### config.mk
export PLATFORM = sky130hd
export DESIGN_NAME = srap_port
export DESIGN_NICKNAME = d
export VERILOG_FILES = /design/src/hw/srap_pkg.sv /design/src/hw/srap_wr_if.sv /design/src/hw/srap_buf.sv /design/src/hw/srap_port.sv
export VERILOG_INCLUDE_DIRS = /design/src /design/src/hw
export SDC_FILE = /design/constraint.sdc
export NUM_CORES = 1
export LEC_CHECK = 0
export ABC_AREA = 1
export BUFFER_PORTS_ARGS = -buffer_cell sky130_fd_sc_hd__clkbuf_2
export CAP_MARGIN = 25
export CORE_UTILIZATION = 40
export CTS_BUF_LIST = sky130_fd_sc_hd__clkbuf_16
export CTS_CLUSTER_DIAMETER = 120
export DETAILED_ROUTE_END_ITERATION = 6
export PLACE_DENSITY_LB_ADDON = 0.2
export SYNTH_ARGS = -nofsm -noshare
export SYNTH_HDL_FRONTEND = slang
export SYNTH_SLANG_ARGS = --single-unit
### constraint.sdc
create_clock -name mclk -period 3.4 [get_ports mclk]
set_clock_uncertainty 0.15 [all_clocks]
set_input_delay 0.85 -clock mclk [delete_from_list [all_inputs] [get_ports mclk]]
set_output_delay 0.85 -clock mclk [all_outputs]
set_load 0.005 [all_outputs]
### src/hw/srap_defs.svh
// Constants of the serial register access port: addresses, widths, counts.
// Assumes inclusion by bare name from the package, compiled before the design modules.
`ifndef SRAP_DEFS_SVH
`define SRAP_DEFS_SVH

`define SRAP_I2C_ADDR_HI 6'h3b
`define SRAP_BYTE_W 8
`define SRAP_LAST_BIT 3'h7
`define SRAP_ADDR_MSB_SPI 1'h0
`define SRAP_BUF_DEPTH 2
`define SRAP_CLK_PERIOD_NS 50
`define SRAP_LINK_PERIOD_NS 400

`endif

### src/hw/srap_pkg.sv
// Types of the serial register access port.
// Assumes srap_defs.svh is on the include path.
`include "srap_defs.svh"

package srap_pkg;

    typedef logic [`SRAP_BYTE_W-1:0] srap_byte_t;

    typedef enum logic [6:0] {
        ST_IDLE = 7'h01,
        ST_I2C_RX = 7'h02,
        ST_I2C_ACK = 7'h04,
        ST_I2C_TX = 7'h08,
        ST_I2C_MACK = 7'h10,
        ST_I2C_WAIT = 7'h20,
        ST_SPI = 7'h40
    } srap_state_e;

    typedef enum logic [3:0] {
        PH_CTRL = 4'h1,
        PH_WDATA = 4'h2,
        PH_DUMMY = 4'h4,
        PH_RDATA = 4'h8
    } srap_phase_e;

    typedef struct packed {
        logic [1:0] sck_s;
        logic [1:0] sdi_s;
        logic [1:0] sdo_s;
        logic [1:0] csb_s;
        logic sck_d;
        logic sdi_d;
        logic csb_d;
        logic spi_lock;
        srap_state_e st;
        srap_phase_e ph;
        logic mode11;
        logic seen_rise;
        logic [2:0] bitcnt;
        srap_byte_t rx;
        srap_byte_t tx;
        srap_byte_t addr;
        logic have_addr;
        logic rd_mode;
        logic addr_phase;
        logic ack_ok;
        logic sdi_out;
        logic sdi_oe;
        logic sdo_out;
        logic sdo_oe;
        logic push;
        srap_byte_t push_addr;
        srap_byte_t push_data;
    } srap_st_s;

    typedef struct packed {
        logic [`SRAP_BUF_DEPTH-1:0] full;
        srap_byte_t [`SRAP_BUF_DEPTH-1:0] addr;
        srap_byte_t [`SRAP_BUF_DEPTH-1:0] data;
    } srap_buf_s;

endpackage

### src/hw/srap_wr_if.sv
// Write stream carrier between the port engine and its two-entry buffer.
// Assumes both ends run on the same clock.
`timescale 1ns/100ps
`default_nettype none

interface srap_wr_if;
    import srap_pkg::*;
    logic valid;
    logic ready;
    srap_byte_t addr;
    srap_byte_t data;
    modport src (output valid, output addr, output data, input ready);
    modport snk (input valid, input addr, input data, output ready);
endinterface

`default_nettype wire

### src/hw/srap_buf.sv
// Two-entry buffer of register writes, valid/ready on both sides.
// Assumes one clock; outputs come straight from the entry flops.
`timescale 1ns/100ps
`default_nettype none

module srap_buf (
    input wire logic mclk,
    input wire logic rst_b,
    srap_wr_if.snk in_if,
    output logic out_valid,
    input wire logic out_ready,
    output srap_pkg::srap_byte_t out_addr,
    output srap_pkg::srap_byte_t out_data
);
    import srap_pkg::*;

    srap_buf_s r;
    srap_buf_s next_r;
    logic take;
    logic give;

    assign in_if.ready = ~r.full[1];
    assign out_valid = r.full[0];
    assign out_addr = r.addr[0];
    assign out_data = r.data[0];

    always_comb begin
        next_r = r;
        take = in_if.valid & ~r.full[1];
        give = r.full[0] & out_ready;
        if (give) begin
            next_r.full = {1'b0, r.full[1]};
            next_r.addr[0] = r.addr[1];
            next_r.data[0] = r.data[1];
        end
        if (take) begin
            if (next_r.full[0]) begin
                next_r.full[1] = 1'b1;
                next_r.addr[1] = in_if.addr;
                next_r.data[1] = in_if.data;
            end else begin
                next_r.full[0] = 1'b1;
                next_r.addr[0] = in_if.addr;
                next_r.data[0] = in_if.data;
            end
        end
    end

    always_ff @(posedge mclk or negedge rst_b) begin
        if (!rst_b) begin
            r <= '0;
        end else begin
            r <= next_r;
        end
    end
endmodule // srap_buf

`default_nettype wire

### src/hw/srap_port.sv
// Serial register access port: I2C slave and 3/4-wire SPI slave.
// Assumes mclk far faster than the serial clock (at least 8 per period),
// register file outside: rd_data answers rd_addr combinationally.
`timescale 1ns/100ps
`default_nettype none

module srap_port (
    input wire logic mclk,
    input wire logic rst_b,
    input wire logic csb_b,
    input wire logic sck,
    input wire logic sdi_in,
    output logic sdi_out,
    output logic sdi_oe,
    input wire logic sdo_in,
    output logic sdo_out,
    output logic sdo_oe,
    input wire logic three_wire_select,
    output srap_pkg::srap_byte_t rd_addr,
    input wire srap_pkg::srap_byte_t rd_data,
    output logic wr_valid,
    input wire logic wr_ready,
    output srap_pkg::srap_byte_t wr_addr,
    output srap_pkg::srap_byte_t wr_data,
    output logic spi_locked
);
    import srap_pkg::*;

    srap_st_s r;
    srap_st_s next_r;
    srap_wr_if wr_if ();

    srap_buf u_buf (
        .mclk(mclk),
        .rst_b(rst_b),
        .in_if(wr_if.snk),
        .out_valid(wr_valid),
        .out_ready(wr_ready),
        .out_addr(wr_addr),
        .out_data(wr_data)
    );

    assign wr_if.valid = r.push;
    assign wr_if.addr = r.push_addr;
    assign wr_if.data = r.push_data;
    assign sdi_out = r.sdi_out;
    assign sdi_oe = r.sdi_oe;
    assign sdo_out = r.sdo_out;
    assign sdo_oe = r.sdo_oe;
    assign rd_addr = r.addr;
    assign spi_locked = r.spi_lock;

    function automatic srap_byte_t shift_in(input srap_byte_t v, input logic b);
        return {v[6:0], b};
    endfunction

    logic sck_v;
    logic sdi_v;
    logic csb_v;
    logic sck_rise;
    logic sck_fall;
    logic i2c_start;
    logic i2c_stop;
    logic byte_end;
    srap_byte_t rx_byte;

    always_comb begin
        next_r = r;
        sck_v = r.sck_s[1];
        sdi_v = r.sdi_s[1];
        csb_v = r.csb_s[1];
        sck_rise = sck_v & ~r.sck_d;
        sck_fall = ~sck_v & r.sck_d;
        i2c_start = sck_v & r.sck_d & r.sdi_d & ~sdi_v;
        i2c_stop = sck_v & r.sck_d & ~r.sdi_d & sdi_v;
        byte_end = r.bitcnt == `SRAP_LAST_BIT;
        rx_byte = shift_in(r.rx, sdi_v);

        next_r.sck_s = {r.sck_s[0], sck};
        next_r.sdi_s = {r.sdi_s[0], sdi_in};
        next_r.sdo_s = {r.sdo_s[0], sdo_in};
        next_r.csb_s = {r.csb_s[0], csb_b};
        next_r.sck_d = sck_v;
        next_r.sdi_d = sdi_v;
        next_r.csb_d = csb_v;
        next_r.push = 1'b0;

        if (!csb_v) begin
            next_r.spi_lock = 1'b1;
        end

        if (r.csb_d && !csb_v) begin
            // Transaction opens: sample clock level for mode
            next_r.st = ST_SPI;
            next_r.ph = PH_CTRL;
            next_r.mode11 = sck_v;
            next_r.seen_rise = 1'b0;
            next_r.bitcnt = 3'h0;
            next_r.tx = '0;
            next_r.sdi_oe = 1'b0;
            next_r.sdo_out = 1'b0;
            next_r.sdo_oe = ~three_wire_select;
        end else if (!r.csb_d && csb_v) begin
            // Deselect drops any partial byte
            next_r.st = ST_IDLE;
            next_r.bitcnt = 3'h0;
            next_r.sdi_oe = 1'b0;
            next_r.sdo_oe = 1'b0;
        end else if (r.st == ST_SPI) begin
            if (sck_rise) begin
                next_r.seen_rise = 1'b1;
                next_r.rx = rx_byte;
                next_r.bitcnt = r.bitcnt + 3'h1;
                if (byte_end) begin
                    case (r.ph)
                        PH_CTRL: begin
                            next_r.addr = {`SRAP_ADDR_MSB_SPI, rx_byte[6:0]};
                            next_r.ph = rx_byte[7] ? PH_DUMMY : PH_WDATA;
                        end
                        PH_WDATA: begin
                            next_r.push = wr_if.ready;
                            next_r.push_addr = r.addr;
                            next_r.push_data = rx_byte;
                            next_r.ph = PH_CTRL;
                        end
                        PH_DUMMY: begin
                            next_r.ph = PH_RDATA;
                        end
                        PH_RDATA: begin
                            next_r.ph = PH_RDATA;
                        end
                        default: begin
                            next_r.ph = PH_CTRL;
                        end
                    endcase
                end
            end else if (sck_fall && (r.seen_rise || !r.mode11)) begin
                // Mode 11 leading fall carries no data
                if (r.ph == PH_RDATA && r.bitcnt == 3'h0) begin
                    next_r.tx = rd_data;
                    next_r.addr = r.addr + 8'h01;
                end else begin
                    next_r.tx = {r.tx[6:0], 1'b0};
                end
                if (r.ph == PH_DUMMY || r.ph == PH_RDATA) begin
                    next_r.sdo_out = next_r.tx[7];
                    next_r.sdi_out = next_r.tx[7];
                    next_r.sdi_oe = three_wire_select;
                end
            end
        end else if (!r.spi_lock && csb_v) begin
            if (i2c_stop) begin
                next_r.st = ST_IDLE;
                next_r.sdi_oe = 1'b0;
            end else if (i2c_start) begin
                // Start or repeated start: expect slave address
                next_r.st = ST_I2C_RX;
                next_r.addr_phase = 1'b1;
                next_r.have_addr = 1'b0;
                next_r.bitcnt = 3'h0;
                next_r.sdi_oe = 1'b0;
            end else begin
                case (r.st)
                    ST_I2C_RX: begin
                        if (sck_rise) begin
                            next_r.rx = rx_byte;
                            next_r.bitcnt = r.bitcnt + 3'h1;
                            if (byte_end) begin
                                next_r.st = ST_I2C_ACK;
                                next_r.ack_ok = 1'b0;
                                if (r.addr_phase) begin
                                    // Low bit tracks the select pin live
                                    if (rx_byte[7:1] == {`SRAP_I2C_ADDR_HI, r.sdo_s[1]}) begin
                                        next_r.ack_ok = 1'b1;
                                        next_r.rd_mode = rx_byte[0];
                                    end
                                end else if (!r.have_addr) begin
                                    next_r.addr = rx_byte;
                                    next_r.have_addr = 1'b1;
                                    next_r.ack_ok = 1'b1;
                                end else if (wr_if.ready) begin
                                    next_r.push = 1'b1;
                                    next_r.push_addr = r.addr;
                                    next_r.push_data = rx_byte;
                                    next_r.have_addr = 1'b0;
                                    next_r.ack_ok = 1'b1;
                                end
                            end
                        end
                    end
                    ST_I2C_ACK: begin
                        if (sck_fall) begin
                            if (r.sdi_oe) begin
                                // Acknowledge clock done
                                next_r.sdi_oe = 1'b0;
                                next_r.bitcnt = 3'h0;
                                if (r.addr_phase && r.rd_mode) begin
                                    next_r.st = ST_I2C_TX;
                                    next_r.tx = rd_data;
                                    next_r.addr = r.addr + 8'h01;
                                    next_r.sdi_out = rd_data[7];
                                    next_r.sdi_oe = ~rd_data[7];
                                end else begin
                                    next_r.st = ST_I2C_RX;
                                end
                                next_r.addr_phase = 1'b0;
                            end else if (r.ack_ok) begin
                                next_r.sdi_out = 1'b0;
                                next_r.sdi_oe = 1'b1;
                            end else begin
                                next_r.st = ST_I2C_WAIT;
                            end
                        end
                    end
                    ST_I2C_TX: begin
                        if (sck_rise) begin
                            next_r.bitcnt = r.bitcnt + 3'h1;
                        end else if (sck_fall) begin
                            if (r.bitcnt == 3'h0) begin
                                next_r.sdi_oe = 1'b0;
                                next_r.st = ST_I2C_MACK;
                            end else begin
                                next_r.tx = {r.tx[6:0], 1'b0};
                                next_r.sdi_out = r.tx[6];
                                next_r.sdi_oe = ~r.tx[6];
                            end
                        end
                    end
                    ST_I2C_MACK: begin
                        if (sck_rise) begin
                            // Master not-acknowledge ends the burst
                            next_r.st = sdi_v ? ST_I2C_WAIT : ST_I2C_MACK;
                            next_r.ack_ok = ~sdi_v;
                        end else if (sck_fall && r.ack_ok) begin
                            next_r.st = ST_I2C_TX;
                            next_r.bitcnt = 3'h0;
                            next_r.tx = rd_data;
                            next_r.addr = r.addr + 8'h01;
                            next_r.sdi_out = rd_data[7];
                            next_r.sdi_oe = ~rd_data[7];
                            next_r.ack_ok = 1'b0;
                        end
                    end
                    ST_I2C_WAIT: begin
                        next_r.sdi_oe = 1'b0;
                    end
                    ST_IDLE: begin
                        next_r.sdi_oe = 1'b0;
                    end
                    default: begin
                        next_r.st = ST_IDLE;
                        next_r.sdi_oe = 1'b0;
                    end
                endcase
            end
        end
    end

    always_ff @(posedge mclk or negedge rst_b) begin
        if (!rst_b) begin
            r <= '{sck_s: 2'h3, sdi_s: 2'h3, sdo_s: 2'h0, csb_s: 2'h3,
                   sck_d: 1'b1, sdi_d: 1'b1, csb_d: 1'b1, spi_lock: 1'b0,
                   st: ST_IDLE, ph: PH_CTRL, mode11: 1'b0, seen_rise: 1'b0,
                   bitcnt: 3'h0, rx: 8'h00, tx: 8'h00, addr: 8'h00,
                   have_addr: 1'b0, rd_mode: 1'b0, addr_phase: 1'b0,
                   ack_ok: 1'b0, sdi_out: 1'b0, sdi_oe: 1'b0, sdo_out: 1'b0,
                   sdo_oe: 1'b0, push: 1'b0, push_addr: 8'h00,
                   push_data: 8'h00};
        end else begin
            r <= next_r;
        end
    end
endmodule // srap_port

`default_nettype wire

== Word level (Yosys, flattened, before mapping) ==
Cells that the tools add are included.
Word-level totals
  bits of input ports: 16
  bits in registers: 109
Cells by class
  eq/ne operators: 92
  muxes and demuxes: 162
  bitwise logic cells: 22
  reductions and logical operators: 52
  add/subtract/negate cells: 2
Operator list (number)
  17-bit two-way mux: 15
  16-bit two-way mux: 10
  8-bit two-way mux: 19
  7-bit two-way mux: 16
  7-bit != test (second input constant): 13
  6-bit != test (second input constant): 14
  5-bit != test (second input constant): 12
  3-bit two-way mux: 19
  8-bit one-hot mux with 3 select lines: 2
  2-bit two-way mux: 23
  11-bit two-way mux: 4
  10-bit two-way mux: 4
  7-bit one-hot mux with 5 select lines: 1
  34-bit two-way mux: 1
  33-bit two-way mux: 1
  32-bit two-way mux: 1
  4-bit != test (second input constant): 8
  10-bit AND reduction: 3
  1-bit two-way mux: 28
  4-bit two-way mux: 7
  27-bit two-way mux: 1
  2-bit nonzero test: 13
  24-bit two-way mux: 1
  11-bit AND reduction: 2
  56 further kinds: 112

== Longest topological paths before layout ==
  depth after elaboration: 20
  depth in mapped cells: 15

== Hierarchy ==
A second synthesis with hierarchy kept.
Unflattened totals
  cell total of the unflattened synthesis: 933
  area total of the unflattened synthesis: 6742.7 um^2
Modules (own cells, without submodules)
  srap_port: cells an instance 713, instances 1, area an instance 5006.1 um^2
  srap_buf: cells an instance 220, instances 1, area an instance 1736.7 um^2

== Worst setup path before layout ==
No wires, ideal clock.
  path kind: reg-to-reg
  from: reg r[66] in the netlist's numbering
  to: reg r, in the netlist rd_addr[0]
  path slack: 1.252 ns
  setup time: 0.113 ns
  data required time: 3.137 ns
  data arrival time: 1.885 ns
  stages on the path, launching flop included: 16
  path through: dfstp_2 -> inv_1 -> ha_1 -> buf_2 -> clkinv_1 -> nand2_1 -> nor2_1 -> nand2_1 -> nand2_1 -> inv_1 -> nand2_1 -> nor2_2 -> nand2_2 -> nand2_1 -> nand2_1 -> inv_1
Between the ends
  word-level cells in the longest chain between the ends: 4
  elaborated cells between the ends (all ways): 15
  those cells by class: eq/ne (9); bitwise (2); reduce/logical (4)
Ends and longest elaborated chain
  start: declaration: line srap_port.sv:29  | srap_st_s r;
  start signal: assignment: line srap_port.sv:261  | r <= '{sck_s: 2'h3, sdi_s: 2'h3, sdo_s: 2'h0, csb_s: 2'h3,
  start signal: assignment: line srap_port.sv:270  | r <= next_r;
  1-bit logical NOT: line srap_port.sv:103  | end else if (!r.csb_d && csb_v) begin
  1-bit logical AND: line srap_port.sv:103
  5-bit != test (no source line) or 1-bit NOT (tied branches)
  19-bit AND reduction (no source line) (*)
Mark *: on every way between the ends. The rest lies on a longest branch, timed or not.
A chain may end at the register's enable or synchronous reset.

== Final worst setup path ==
  from: reg r, in the netlist next_r[68]
  to: reg r, in the netlist wr_if.addr[2]
Between the ends
  word-level cells in the longest chain between the ends: 5
  elaborated cells between the ends (all ways): 11
  those cells by class: eq/ne (4); bitwise (6); reduce/logical (1)
Ends and longest elaborated chain (line)
  1-bit bitwise AND: srap_port.sv:74, srap_port.sv:75
  1-bit bitwise AND (on tied branches) (2 in a row): srap_port.sv:74, srap_port.sv:75
  5-bit != test (no source line) or 2-bit by 1-bit != test with 1-bit output (tied branches)
  14-bit AND reduction (no source line) (*)
Marks and branches as above.

==> impl_results.md <==
* Outcome: finished clean
* Final standard cell count with taps included and fillers excluded at 1187
* Critical Path Stages at 7
* Clock-pin slew reported for the worst setup and hold paths after clock tree synthesis at around 0.08 ns
* Number of pins exceeding their max-slew limit in the final report at 0
* Switching portion of total power at around a third
* Final critical delay including setup and external delays at 2.74 ns
* Maximum number of buffers from clock root to sink at 2
* Biggest area consumer among synthesized cells: dfrtp_1
* Worst setup path category: register to register
* H-tree lvl count at 3
* Detailed Place HPWL at about 14 mm
* Number of cells on the worst reg-to-reg path at 7
* Mapped cell area at between 0.006 and 0.007 mm²
* Main area contributors after synthesis: dfrtp_1 37%, nand2_1 18%, nand3_1 6.9%
* Starting density of the core at between 40 and 50%
* Vias at about 6k
* CTS tree: done
* Met2 Track Usage GR at 35.4%
* Top cell family by delay on the critical path: buffers and inverters
* Portion of the post-synthesis area used by sequential elements at between 40 and 50%
* Pwr per Cell Area at between 400 and 500 mW/mm²
* Via count normalized by instance count at around 5.1
* DIE HEIGHT at 131 µm
* Logic gate share of total power at between 20% and 30%
* Total detailed-routing wirelength at around 18 mm
* Count of port buffers added during placement at 45
* Post-cts gate resize count at 0
* Mean area per synthesized cell at 7.08 µm²
* Number of buffers inserted by post-CTS setup repair at 0
* N_diodes at 0
* Sw power at roughly 1100 µW
* Global-route wire length before repair at 30.4 mm
* Max Cap Viol at 0
* Reg2Reg Capture Point: wr_if.addr[2]$_DFFE_PN0P_
* Internal reg-to-reg setup slack at about 0.66 ns
* Row Count at between 40 and 50
* GP Congestion at ~1.0
* Max Clk Rate at 364 MHz
* Measured slew at the worst slew-check pin at just over 0.9 ns
* Synth Instances at 946
* Crit path max fanout at 15
* TritonCTS buffer count at 9
* Clock share of power at between 30 and 40%
* Initial antenna violation count at 0
* Leakage power at a little under 0.004 µW
* Min-Delay Path Class: register to register
* DRC violations left at 0
* Slowest Stage Delay on Critical Path at a little over 0.6 ns
* Final hold viol count at 0
* Crit path max-delay cell type: dfstp_2
* Total power at ~3200 µW
* Worst EP required at approximately 3.6 ns
* Final setup violation count at 0
* Sequence of cells on the critical path: nand2_1 > inv_1 > nor2_1 > a211oi_4 > buf_4 > nand3_1 > nand2_1
* Type of destination of the critical path: register
* 1st-pass router iterations at 5
* Number of warnings printed during yosys synthesis at 0
* Global route total overflow at 0
* Worst skew pair latency at around 0.37 ns
* Wire length per cell after detailed routing at 15.4 µm
* Final ANT Viol Nets at 0
* Tightest slew margin relative to the limit at around 38%
* Period Utilization, post-route at 80.7%
* Grt met3 use at a little under 5%
* Clock net sink count at ~110
* Largest net degree at the start of global routing at 52
* I/O Pins at 46
* Global route hottest layer: met2
* Register share of total power at between 40 and 50%
* Worst setup SP type: register
* Aggregate global-route resource usage at ~22%
* Global-route met1 utilization at between 20 and 30%
* Launching instance or port of the critical path: next_r[68]$_DFF_PN1_
* Area of the core region at around 0.016 mm²
* Initial DRC Count at a little over 500
* Overall die area at approximately 0.017 mm²
* Internal power at 2120 µW
* Die Span X at between 100 and 150 µm
* Layout cell share with drive strength beyond 1 at between 10% and 20%
* Register bit count reported by yosys at between 100 and 150
* Crit path to: wr_if.addr[2]$_DFFE_PN0P_
* Area delta synth->final at 9.06%
* R2R Path Start: next_r[68]$_DFF_PN1_
* Top cell type's share of synthesized area at 36.6%
* Mapped Nets at around 970
* Peak VDD IR at 242 µV
* Setup Total Neg Slack at 0 ns
* Placed cell count at about 1.2k
* Cell repeated most along the worst path: nand2_1
* Unique cell type count in the Yosys netlist at 39
* Via count of the first global-routing pass at a little under 6k
* Unrepaired setup endpoints after global routing: no
* Signal arrival time at the worst endpoint at around 2.9 ns
* Cts hold-fix bufs at 0
* Root Driver: clkbuf_16
* Number of buffer and inverter instances along the worst setup path at 2
* Final layout net count at between 900 and 1k
power by group through the flow:
stage	Sequential [µW]	Combinational (µW)	Clock (µW)
final	1500	653	1090
after global routing	1510	741	1180
after CTS	1500	651	1130
after detailed placement	1520	648	0
after global placement	1520	645	0
after floorplan	1490	484	0
placed cells by master (no fill, tap or decap), types with 8 or more instances in the layout:
| cell type | n |
|---|---|
| inv_1 | 82 |
| dfrtp_1 | 98 |
| clkbuf_2 | 44 |
| nand2_1 | 327 |
| nand3_1 | 92 |
| mux2_2 | 16 |
| nand4_1 | 15 |
| nor2_1 | 101 |
| o21ai_0 | 45 |
| nand2_2 | 11 |
| nor2_2 | 8 |
| clkbuf_16 | 9 |
| buf_4 | 12 |
| a31oi_1 | 16 |
| dfstp_2 | 11 |
| a21oi_1 | 14 |
| nor3_1 | 8 |
registers in the layout, summed over array words and instances (netlist names):
signal           flops
sdi_oe               1
csb_v                1
u_buf.r             17
sdi_out              1
rd_addr              8
sdo_out              1
u_buf.out_valid      1
wr_if.valid          1
u_buf.out_addr       8
r                   38
sdo_oe               1
spi_locked           1
wr_if.data           8
next_r               6
wr_if.addr           8
u_buf.out_data       8
final cells by class:
| cell class | count | area, µm² |
|---|---|---|
| tap | 216 | 270 |
| clock inverter | 7 | 81.3 |
| fill | 1681 | 8810 |
| timing repair buffer | 57 | 330 |
| clock buffer | 9 | 225 |
| sequential | 109 | 2740 |
| inverter | 92 | 345 |
| multi-input combinational | 697 | 3310 |
synth_stat cells:
library cell  count
a211oi_1          1
a211oi_4          1
a21boi_0          1
a21oi_1          14
a31o_2            1
a31oi_1          16
buf_1             2
buf_2             6
buf_4            28
buf_6             1
clkbuf_1         11
clkinv_1          4
dfrtp_1          98
dfstp_2          11
ha_1              6
inv_1            82
inv_2             6
mux2_2           16
nand2_1         327
nand2_2          11
nand2_4           4
nand3_1          92
nand3b_1          3
nand4_1          15
nor2_1          101
nor2_2            8
nor2_4            7
nor3_1            8
nor4_1            1
o211a_1           1
o211ai_1          2
o211ai_2          1
o21a_1            1
o21ai_0          45
o21ai_1           4
o22ai_1           3
o31ai_1           3
xnor2_1           1
xor2_1            3
metrics by stage:
stage | util, % | hold WS (ns) | worst slack (ns) | area, µm²
2_1_floorplan | - | 0.181 | 1.25 | 6700
3_3_place_gp | 43.4 | 0.182 | 0.660 | 7000
3_5_place_dp | 43.4 | 0.196 | 0.676 | 7000
4_1_cts | 45.3 | 0.209 | 0.640 | 7300
5_1_grt | 45.3 | 0.214 | 0.400 | 7300
6_report | 45.3 | 0.208 | 0.656 | 7300
how the worst min path moves through the flow:
stage / startpoint / end / slack (ns) / depth (start not counted)
global route: next_r[70]$_DFF_PN1_ / csb_v$_DFF_PN1_ / 0.21 / 0
global placement: next_r[72]$_DFF_PN0_ / r[72]$_DFF_PN0_ / 0.18 / 0
detailed placement: next_r[72]$_DFF_PN0_ / r[72]$_DFF_PN0_ / 0.20 / 0
CTS: next_r[76]$_DFF_PN1_ / next_r[68]$_DFF_PN1_ / 0.21 / 0
finish: next_r[76]$_DFF_PN1_ / next_r[68]$_DFF_PN1_ / 0.21 / 0
floorplan: next_r[72]$_DFF_PN0_ / r[72]$_DFF_PN0_ / 0.18 / 0
worst reg2reg max path: cells and delay by family (launching register included):
family | cells | cell delay (ns)
buffers and inverters | 2 | 0.77
AND/OR/NAND/NOR | 4 | 0.68
flip-flops | 1 | 0.61
AO/OA/AOI/OAI | 1 | 0.49
cells by family after synthesis:
family,share of synthesized area [%]
simple gates,36.9
mux,2.69
flops,40.9
xor+xnor,0.523
buf+inv,9.64
compound gates,8.15
fa+ha+maj,1.12
per-layer routing:
| metal | up-vias | part of all wire, % |
|---|---|---|
| met3 | 59 | 6.1 |
| met5 | - | 0 |
| li1 | 3056 | - |
| met1 | 2783 | 45 |
| met2 | 212 | 45 |
| met4 | 0 | 3.7 |
Note: power is estimated with default switching activity, not from simulation.
